**config.mk**
```make
export PLATFORM = sky130hd
export DESIGN_NAME = bss_top
export DESIGN_NICKNAME = d
export VERILOG_FILES = /design/src/core/bss_pkg.sv /design/src/core/bss_top.sv /design/src/core/bss_sync.sv
export VERILOG_INCLUDE_DIRS = /design/src /design/src/core
export SDC_FILE = /design/constraint.sdc
export NUM_CORES = 1
export LEC_CHECK = 0
export BUFFER_PORTS_ARGS = -buffer_cell sky130_fd_sc_hd__buf_2
export CORE_ASPECT_RATIO = 1.5
export CORE_MARGIN = 4
export CORE_UTILIZATION = 45
export DETAILED_ROUTE_END_ITERATION = 10
export PLACE_DENSITY = 0.8
export SYNTH_ARGS = -nofsm -noshare
export SYNTH_HDL_FRONTEND = slang
export SYNTH_SLANG_ARGS = --single-unit
```
**constraint.sdc**
```tcl
create_clock -name MCLK_IN -period 1.5 [get_ports MCLK_IN]
set_input_delay 0.075 -clock MCLK_IN [delete_from_list [all_inputs] [get_ports MCLK_IN]]
set_output_delay 0.075 -clock MCLK_IN [all_outputs]
set_load 0.01 [all_outputs]
```
**src/core/bss_params.svh**
```systemverilog
// boot strap select constants
`ifndef BSS_PARAMS_SVH
`define BSS_PARAMS_SVH
`define BSS_MODE_W          4
`define BSS_BW_W            2
`define BSS_HOSTPCI_MASK    4'he
`define BSS_HOSTPCI_VAL     4'h2
`define BSS_HOST_CODE       4'h2
`define BSS_PCI_CODE        4'h3
`define BSS_NOR_ADDR        32'h42000000
`define BSS_DSP_BOOT_ADDR   32'h42200000
`define BSS_CFG_W           8
`define BSS_RELEASE_DLY     4'h3
`endif

```
**src/core/bss_pkg.sv**
```systemverilog
// boot strap select types
`include "bss_params.svh"
package bss_pkg;
  typedef enum logic [3:0] {
    BSS_BOOT_NAND    = 4'h0,
    BSS_BOOT_SERIAL0 = 4'h1,
    BSS_BOOT_HOST    = 4'h2,
    BSS_BOOT_PCI     = 4'h3,
    BSS_BOOT_PCI_AI  = 4'h4,
    BSS_BOOT_I2C     = 4'h5,
    BSS_BOOT_SPI     = 4'h6,
    BSS_BOOT_ASYNC   = 4'h7,
    BSS_BOOT_RSVD    = 4'hf
  } bss_boot_t;

  typedef struct packed {
    logic [3:0] boot_mode_straps;
    logic [1:0] chip_select2_bus_width;
    logic       dsp_self_boot_strap;
    logic       spare;
  } bss_cfg_t;

  typedef struct packed {
    logic        dsp_reset_release;
    logic        dsp_l1p_enable;
    logic [31:0] dsp_boot_addr;
  } bss_dsp_ctl_t;
endpackage : bss_pkg

```
**src/core/bss_top.sv**
```systemverilog
// boot strap select: latches boot straps five clock edges after reset release and derives boot decisions
// Summary of operation
// RL1 - sample strap pins after reset ends and derive boot modes from them
// RL2 - processor core owns the signal processor reset release in normal mode
// RL3 - signal processor has no loader; code comes from core or outside
// RL4 - core offers eight boot modes including host, nand, serial, pci, pci ai, i2c, spi, async
// RL5 - core boot mode comes from the four-bit strap field
// RL6 - async boot takes address bus width from chip select 2 width straps
// RL7 - direct async boot moves no code and branches to fixed nor address
// RL8 - effective self-boot strap of one lets signal processor boot itself
// RL9 - in self-boot signal processor reset releases automatically
// RL10 - self-boot start address is fixed async memory location
// RL11 - self-boot starts with level one program cache enabled
// RL12 - mode field 001x forces host port or pci pin enable to one
// RL13 - forced pin function takes async interface from signal processor
// RL14 - mode field 001x forces self-boot to zero internally
// RL15 - config latch keeps true self-boot pin level
// RL16 - latched straps and decisions stay constant until next reset
`timescale 1ns/1ps
`include "bss_params.svh"
module bss_top
  import bss_pkg::*;
(
  input  wire logic                  MCLK_IN,             // 40 MHz system clock
  input  wire logic                  RST_IN,              // async power-on reset, high
  input  wire logic [3:0]            BOOT_MODE_STRAPS_IN, // boot mode strap pins
  input  wire logic [1:0]            CS2_BUS_WIDTH_IN,    // chip select 2 width straps
  input  wire logic                  DSP_SELF_BOOT_IN,    // self-boot strap pin
  input  wire logic                  CORE_DSP_RELEASE_IN, // core request to free dsp
  output logic                       CFG_VALID_OUT,       // straps latched
  output bss_cfg_t                   BOOT_CONFIG_OUT,     // raw latched straps
  output logic [3:0]                 CORE_BOOT_MODE_OUT,  // core boot mode
  output logic                       CORE_MODE_VALID_OUT, // mode code is one of eight
  output logic                       CORE_XFER_CODE_OUT,  // loader transfers code
  output logic [31:0]                CORE_BRANCH_ADDR_OUT,// direct branch address
  output logic [1:0]                 ASYNC_ADDR_WIDTH_OUT,// async bus width for boot
  output logic                       HOST_PORT_PIN_EN_OUT,// host port pin enable
  output logic                       PCI_PIN_EN_OUT,      // pci pin function enable
  output logic                       DSP_ASYNC_ALLOWED_OUT,// dsp may use async iface
  output logic                       DSP_SELF_BOOT_OUT,   // effective self-boot
  output logic                       DSP_RESET_N_OUT,     // dsp reset, active low
  output logic                       DSP_L1P_EN_OUT,      // dsp program cache enable
  output logic [31:0]                DSP_BOOT_ADDR_OUT    // dsp start address
);

  typedef enum logic [1:0] {
    BSS_ST_SAMPLE  = 2'b00,
    BSS_ST_LATCH   = 2'b01,
    BSS_ST_HOLD    = 2'b10
  } bss_state_t;

  logic [`BSS_MODE_W-1:0] mode_sync;
  logic [`BSS_BW_W-1:0]   bw_sync;
  logic                   dsp_sync;
  logic                   rel_sync;

  // straps come straight from board pins, so they are synchronised first
  bss_sync #(.W(8)) u_sync (
    .clk_in (MCLK_IN),
    .rst_in (RST_IN),
    .d_in   ({BOOT_MODE_STRAPS_IN, CS2_BUS_WIDTH_IN, DSP_SELF_BOOT_IN, CORE_DSP_RELEASE_IN}),
    .q_out  ({mode_sync, bw_sync, dsp_sync, rel_sync})
  );

  bss_state_t   state_ff;
  bss_state_t   nxt_state;
  logic [3:0]   dly_ff;
  logic [3:0]   nxt_dly;
  bss_cfg_t     cfg_ff;
  bss_cfg_t     nxt_cfg;
  logic         hostpci_ff;
  logic         nxt_hostpci;
  logic         self_ff;
  logic         nxt_self;
  logic         rel_ff;
  logic         nxt_rel;
  bss_dsp_ctl_t dsp_ff;
  bss_dsp_ctl_t nxt_dsp;

  // wait for synchroniser to fill before sampling; flops hold reset value till then
  always_comb begin
    nxt_state   = state_ff;
    nxt_dly     = dly_ff;
    nxt_cfg     = cfg_ff;
    nxt_hostpci = hostpci_ff;
    nxt_self    = self_ff;
    unique case (state_ff)
      BSS_ST_SAMPLE: begin
        if (dly_ff == `BSS_RELEASE_DLY) begin
          nxt_state = BSS_ST_LATCH;
        end else begin
          nxt_dly = dly_ff + 4'h1;
        end
      end
      BSS_ST_LATCH: begin
        nxt_cfg.boot_mode_straps       = mode_sync;            // RL1 RL5
        nxt_cfg.chip_select2_bus_width = bw_sync;              // RL6
        nxt_cfg.dsp_self_boot_strap    = dsp_sync;             // RL15
        nxt_cfg.spare                  = 1'b0;
        nxt_hostpci = (mode_sync & `BSS_HOSTPCI_MASK) == `BSS_HOSTPCI_VAL; // RL12
        nxt_self    = dsp_sync & ~nxt_hostpci;                 // RL14 RL8
        nxt_state   = BSS_ST_HOLD;
      end
      BSS_ST_HOLD: begin
        nxt_state = BSS_ST_HOLD;                               // RL16
      end
      default: begin
        nxt_state = BSS_ST_HOLD;
      end
    endcase
  end

  always_ff @(posedge MCLK_IN or posedge RST_IN) begin
    if (RST_IN) begin
      state_ff   <= BSS_ST_SAMPLE;
      dly_ff     <= 4'h0;
      cfg_ff     <= '0;
      hostpci_ff <= 1'b0;
      self_ff    <= 1'b0;
    end else begin
      state_ff   <= nxt_state;
      dly_ff     <= nxt_dly;
      cfg_ff     <= nxt_cfg;
      hostpci_ff <= nxt_hostpci;
      self_ff    <= nxt_self;
    end
  end

  wire logic cfg_valid = (state_ff == BSS_ST_HOLD);

  // dsp reset control: once released it stays released until the next reset
  always_comb begin
    nxt_rel = rel_ff;
    nxt_dsp = dsp_ff;
    if (cfg_valid) begin
      if (self_ff) begin
        nxt_rel = 1'b1;                                        // RL9 RL8
        nxt_dsp.dsp_l1p_enable = 1'b1;                         // RL11
        nxt_dsp.dsp_boot_addr  = `BSS_DSP_BOOT_ADDR;           // RL10
      end else if (rel_sync) begin
        // normal mode: the core loads dsp code, then frees it
        nxt_rel = 1'b1;                                        // RL2 RL3
      end
      nxt_dsp.dsp_reset_release = nxt_rel;
    end
  end

  always_ff @(posedge MCLK_IN or posedge RST_IN) begin
    if (RST_IN) begin
      rel_ff <= 1'b0;
      dsp_ff <= '0;
    end else begin
      rel_ff <= nxt_rel;
      dsp_ff <= nxt_dsp;
    end
  end

  // decoded core boot outputs, registered
  logic [3:0]  mode_q;
  logic        mode_ok_q;
  logic        xfer_q;
  logic [31:0] branch_q;
  logic [1:0]  bw_q;
  logic [3:0]  nxt_mode;
  logic        nxt_mode_ok;
  logic        nxt_xfer;
  logic [31:0] nxt_branch;
  logic [1:0]  nxt_bw;

  always_comb begin
    nxt_mode    = cfg_ff.boot_mode_straps;                     // RL5
    nxt_mode_ok = 1'b0;
    nxt_xfer    = 1'b0;
    nxt_branch  = 32'h0;
    nxt_bw      = 2'h0;
    if (cfg_valid) begin
      unique case (cfg_ff.boot_mode_straps)
        BSS_BOOT_NAND, BSS_BOOT_SERIAL0, BSS_BOOT_HOST, BSS_BOOT_PCI,
        BSS_BOOT_PCI_AI, BSS_BOOT_I2C, BSS_BOOT_SPI: begin
          nxt_mode_ok = 1'b1;                                  // RL4
          nxt_xfer    = 1'b1;
        end
        BSS_BOOT_ASYNC: begin
          nxt_mode_ok = 1'b1;                                  // RL4
          nxt_xfer    = 1'b0;                                  // RL7
          nxt_branch  = `BSS_NOR_ADDR;                         // RL7
          nxt_bw      = cfg_ff.chip_select2_bus_width;         // RL6
        end
        default: begin
          nxt_mode_ok = 1'b0;
        end
      endcase
    end
  end

  always_ff @(posedge MCLK_IN or posedge RST_IN) begin
    if (RST_IN) begin
      mode_q    <= 4'h0;
      mode_ok_q <= 1'b0;
      xfer_q    <= 1'b0;
      branch_q  <= 32'h0;
      bw_q      <= 2'h0;
    end else begin
      mode_q    <= nxt_mode;
      mode_ok_q <= nxt_mode_ok;
      xfer_q    <= nxt_xfer;
      branch_q  <= nxt_branch;
      bw_q      <= nxt_bw;
    end
  end

  assign CFG_VALID_OUT         = cfg_valid;
  assign BOOT_CONFIG_OUT       = cfg_ff;                       // RL15
  assign CORE_BOOT_MODE_OUT    = mode_q;
  assign CORE_MODE_VALID_OUT   = mode_ok_q;
  assign CORE_XFER_CODE_OUT    = xfer_q;
  assign CORE_BRANCH_ADDR_OUT  = branch_q;
  assign ASYNC_ADDR_WIDTH_OUT  = bw_q;
  // odd code of the 001x pair selects pci, even selects host port
  assign HOST_PORT_PIN_EN_OUT  = hostpci_ff & ~cfg_ff.boot_mode_straps[0]; // RL12
  assign PCI_PIN_EN_OUT        = hostpci_ff & cfg_ff.boot_mode_straps[0];  // RL12
  assign DSP_ASYNC_ALLOWED_OUT = cfg_valid & ~hostpci_ff;      // RL13
  assign DSP_SELF_BOOT_OUT     = self_ff;
  assign DSP_RESET_N_OUT       = dsp_ff.dsp_reset_release;
  assign DSP_L1P_EN_OUT        = dsp_ff.dsp_l1p_enable;
  assign DSP_BOOT_ADDR_OUT     = dsp_ff.dsp_boot_addr;

endmodule : bss_top

```
**src/core/bss_sync.sv**
```systemverilog
// two-flop synchroniser for strap pins
`timescale 1ns/1ps
module bss_sync #(
  parameter int W = 1
) (
  input  wire logic         clk_in,    // system clock
  input  wire logic         rst_in,    // async reset, active high
  input  wire logic [W-1:0] d_in,      // asynchronous pins
  output logic      [W-1:0] q_out      // synchronised level
);
  logic [W-1:0] meta_ff;
  logic [W-1:0] sync_ff;

  always_ff @(posedge clk_in or posedge rst_in) begin
    if (rst_in) begin
      meta_ff <= '0;
      sync_ff <= '0;
    end else begin
      meta_ff <= d_in;
      sync_ff <= meta_ff;
    end
  end

  assign q_out = sync_ff;
endmodule : bss_sync

```
==> results.py <==
metrics = {
    "status": {
        "status": "finished clean",
    },
    "synthesis": {
        "synth_top_area_share_pct": 56.1,
        "synth_cell_type_count": 29,
        "synth_area_leaders": "dfrtp_1 56%, buf_4 26%, nand2_1 5.2%",
        "postSynthCellCount": 166,
        "synth_seq_area_share_pct": 56.1,
        "yosysWarnings": 0,
        "yosysTopAreaCell": "dfrtp_1",
        "avgSynthCellArea_um2": 11.3,
        "ys_seq_elements": 42,
        "syn-cell-area_um2": 1870,
    },
    "drt": {
        "via_count": 983,
        "drcViolationCount": 0,
        "totalWireLength_um": 2540,
        "wl_per_cell_um": 9.84,
        "postRouteAntennaNets": 0,
        "drt_iter0_drc": 5,
        "drt_first_pass_iters": 2,
        "viasPerCell": 3.81,
    },
    "timing": {
        "setup_tns_ns": 0,
        "rsz0062_at_grt": "no",
        "finalSetupViolCount": 0,
        "post-route-period-util_pct": 88.4,
        "finClkSkew_ns": 0.00990,
        "fmax_ghz": 0.754,
        "whs_ns": 0.349,
        "layout_min_cycle_time_ns": 1.33,
        "slew_violations": 0,
        "hold_viol_final": 0,
    },
    "clock_tree": {
        "root_buffer": "clkbuf_8",
        "clk_path_buf_depth": 2,
        "cts_hold_buf": 9,
        "numCtsBuffers": 5,
        "cts.sinks": 42,
        "clock_latency_ns": 0.29,
        "cts.clk_slew.worst_paths_ns": 0.08,
        "post_cts_buffers": 0,
        "cts_resized": 0,
        "h-tree-depth": 2,
        "cts_tree": "done",
    },
    "placed_design": {
        "port_buffers": 36,
        "postPlaceCellArea_um2": 1850,
        "dp_hpwl_um": 1850,
        "finalWeightedCongestion": 0.693,
        "dp.cells": 241,
    },
    "power_and_ir_drop": {
        "power_density_nw_per_um2": 1090,
        "peakVddDrop_mv": 0.891,
        "power_w": 0.00222,
        "p_leak_nw": 1.08,
    },
    "floorplanning": {
        "coreArea_um2": 3990,
        "start_util_pct": 46.9,
        "ios": 97,
        "fp.dieH_um": 87.0,
        "die-area_um2": 5280,
        "dieWidth_um": 60.7,
        "fp-row-count": 28,
    },
    "layout": {
        "design_area_um2": 2050,
        "layout-drive-gt1-share_pct": 25.4,
        "antenna_cells": 0,
        "nets": 223,
        "fillerInstances": 380,
        "instances_no_fill": 258,
        "areaGrowthSynthToFinish_pct": 9.29,
    },
    "global_routing": {
        "grt_overflow": 0,
        "grt_pass1_wl_um": 3630,
        "grt_max_degree": 43,
        "grtUsageTotal_pct": 9.52,
        "antenna_found_initial": 0,
        "grt_pass1_vias": 809,
    },
    "setup_path": {
        "arrival_ns": 1.51,
        "reg2reg_slack_ns": 0.17,
        "cp-start-kind": "register",
        "r2r_end": "dly_ff[1]$_DFFE_PP0P_",
        "ff2ff_path_depth": 4,
        "path_max_fanout": 3,
        "crit_end": "dly_ff[1]$_DFFE_PP0P_",
        "end_kind": "register",
        "r2r_start": "dly_ff[0]$_DFFE_PP0P_",
        "cp-startpoint": "dly_ff[0]$_DFFE_PP0P_",
        "path_class": "reg2reg",
        "cp.required_ns": 1.68,
    },
    "job": {
        "drv_cap": 0,
    },
    "min_path": {
        "hold_start": "u_sync.meta_ff[4]$_DFF_PP0_",
        "worstHoldPathType": "reg2reg",
    },
}
==> stage by stage <==
step	setup slack [ns]	util, %
2_1_floorplan	0.225	-
3_3_place_gp	0.216	46.2
3_5_place_dp	0.171	46.2
4_1_cts	0.168	51.2
5_1_grt	0.129	51.2
6_report	0.174	51.2
==> flip-flops by register name (all words and copies together), names as in the netlist <==
signal and flops:
u_sync.meta_ff 8, u_sync.q_out 8, CORE_BOOT_MODE_OUT 4, dly_ff 4, nxt_mode 4, BOOT_CONFIG_OUT 3
ASYNC_ADDR_WIDTH_OUT 2, state_ff 2, CORE_BRANCH_ADDR_OUT 1, CORE_MODE_VALID_OUT 1, CORE_XFER_CODE_OUT 1, DSP_L1P_EN_OUT 1
DSP_RESET_N_OUT 1, DSP_SELF_BOOT_OUT 1, hostpci_ff 1
==> worst min path at each step <==
stage                                  end  slack, ns  depth (start not counted)
2_1_floorplan  u_sync.meta_ff[0]$_DFF_PP0_       0.11                          0
3_3_place_gp   u_sync.meta_ff[0]$_DFF_PP0_       0.18                          1
3_5_place_dp   u_sync.meta_ff[7]$_DFF_PP0_       0.18                          1
4_1_cts          u_sync.q_out[0]$_DFF_PP0_       0.35                          0
5_1_grt          u_sync.q_out[4]$_DFF_PP0_       0.36                          0
6_report         u_sync.q_out[4]$_DFF_PP0_       0.35                          0
==> synthesized netlist by cell type <==
cell type and number:
buf_4 64, dfrtp_1 42, nand2_1 26, and2_1 4, nor2_1 3, buf_2 2, inv_2 2, nor2b_1 2
a21o_1 1, and2_2 1, conb_1 1, ha_1 1, inv_1 1, mux2_4 1, nand2b_1 1, nand2b_2 1
nand3_1 1, nand3b_1 1, nand4_1 1, nor2_2 1, nor2_4 1, nor3_2 1, nor3b_1 1, nor3b_4 1
o21ai_1 1, o21bai_1 1, o2bb2ai_1 1, xnor2_1 1, xor2_1 1
==> report_power, final <==
part           switching, W  internal, W
Sequential        0.0000194      0.00118
Combinational      0.000125    0.0000505
Clock              0.000360     0.000489
Total              0.000505      0.00172
==> cell usage in the layout (no fill, tap or decap), types with 2 or more instances in the layout <==
cell	instances
conb_1	60
dfrtp_1	42
buf_2	36
nand2_1	26
dlygate4sd3_1	9
clkbuf_8	5
and2_1	4
nor2_1	3
inv_2	2
nor2b_1	2
clkinv_2	2
==> final cells by class <==
| class | count | area (um^2) | area share, % |
|---|---|---|---|
| clock inverters | 3 | 40.0 | 1.96 |
| well taps | 45 | 56.3 | 2.75 |
| repair buffers | 46 | 278 | 13.6 |
| inverters | 3 | 11.3 | 0.550 |
| multi-input cells | 114 | 541 | 26.4 |
| clock buffers | 5 | 68.8 | 3.36 |
| flip-flops and latches | 42 | 1050 | 51.4 |
==> cells by family (layout without fill, tap and decap cells) <==
kind of cell             count (synthesis)  count (layout)  share of synthesized area (%)
other                                    1              60                          0.200
AO/OA/AOI/OAI                            4               4                           1.54
adder cells (fa/ha/maj)                  1               1                          0.668
multiplexers                             1               1                          0.802
XOR/XNOR                                 2               2                          0.936
AND/OR/NAND/NOR                         46              46                           12.9
buffers and inverters                   69              57                           26.8
flip-flops                              42              42                           56.1
==> critical path: stages (launching register included) <==
cell     delay [ns]
dfrtp_1        0.41
ha_1           0.24
nor3b_4        0.17
nor2_4         0.11
mux2_4         0.30
==> routing by layer <==
metal,global-route usage [%],wire [um],vias to the layer above
li1,-,-,479
met1,9.97,859,437
met2,15.6,1260,61
met3,4.45,367,6
met4,4.73,50,0
met5,0,0,-
Note: power is estimated with default switching activity, not from simulation.
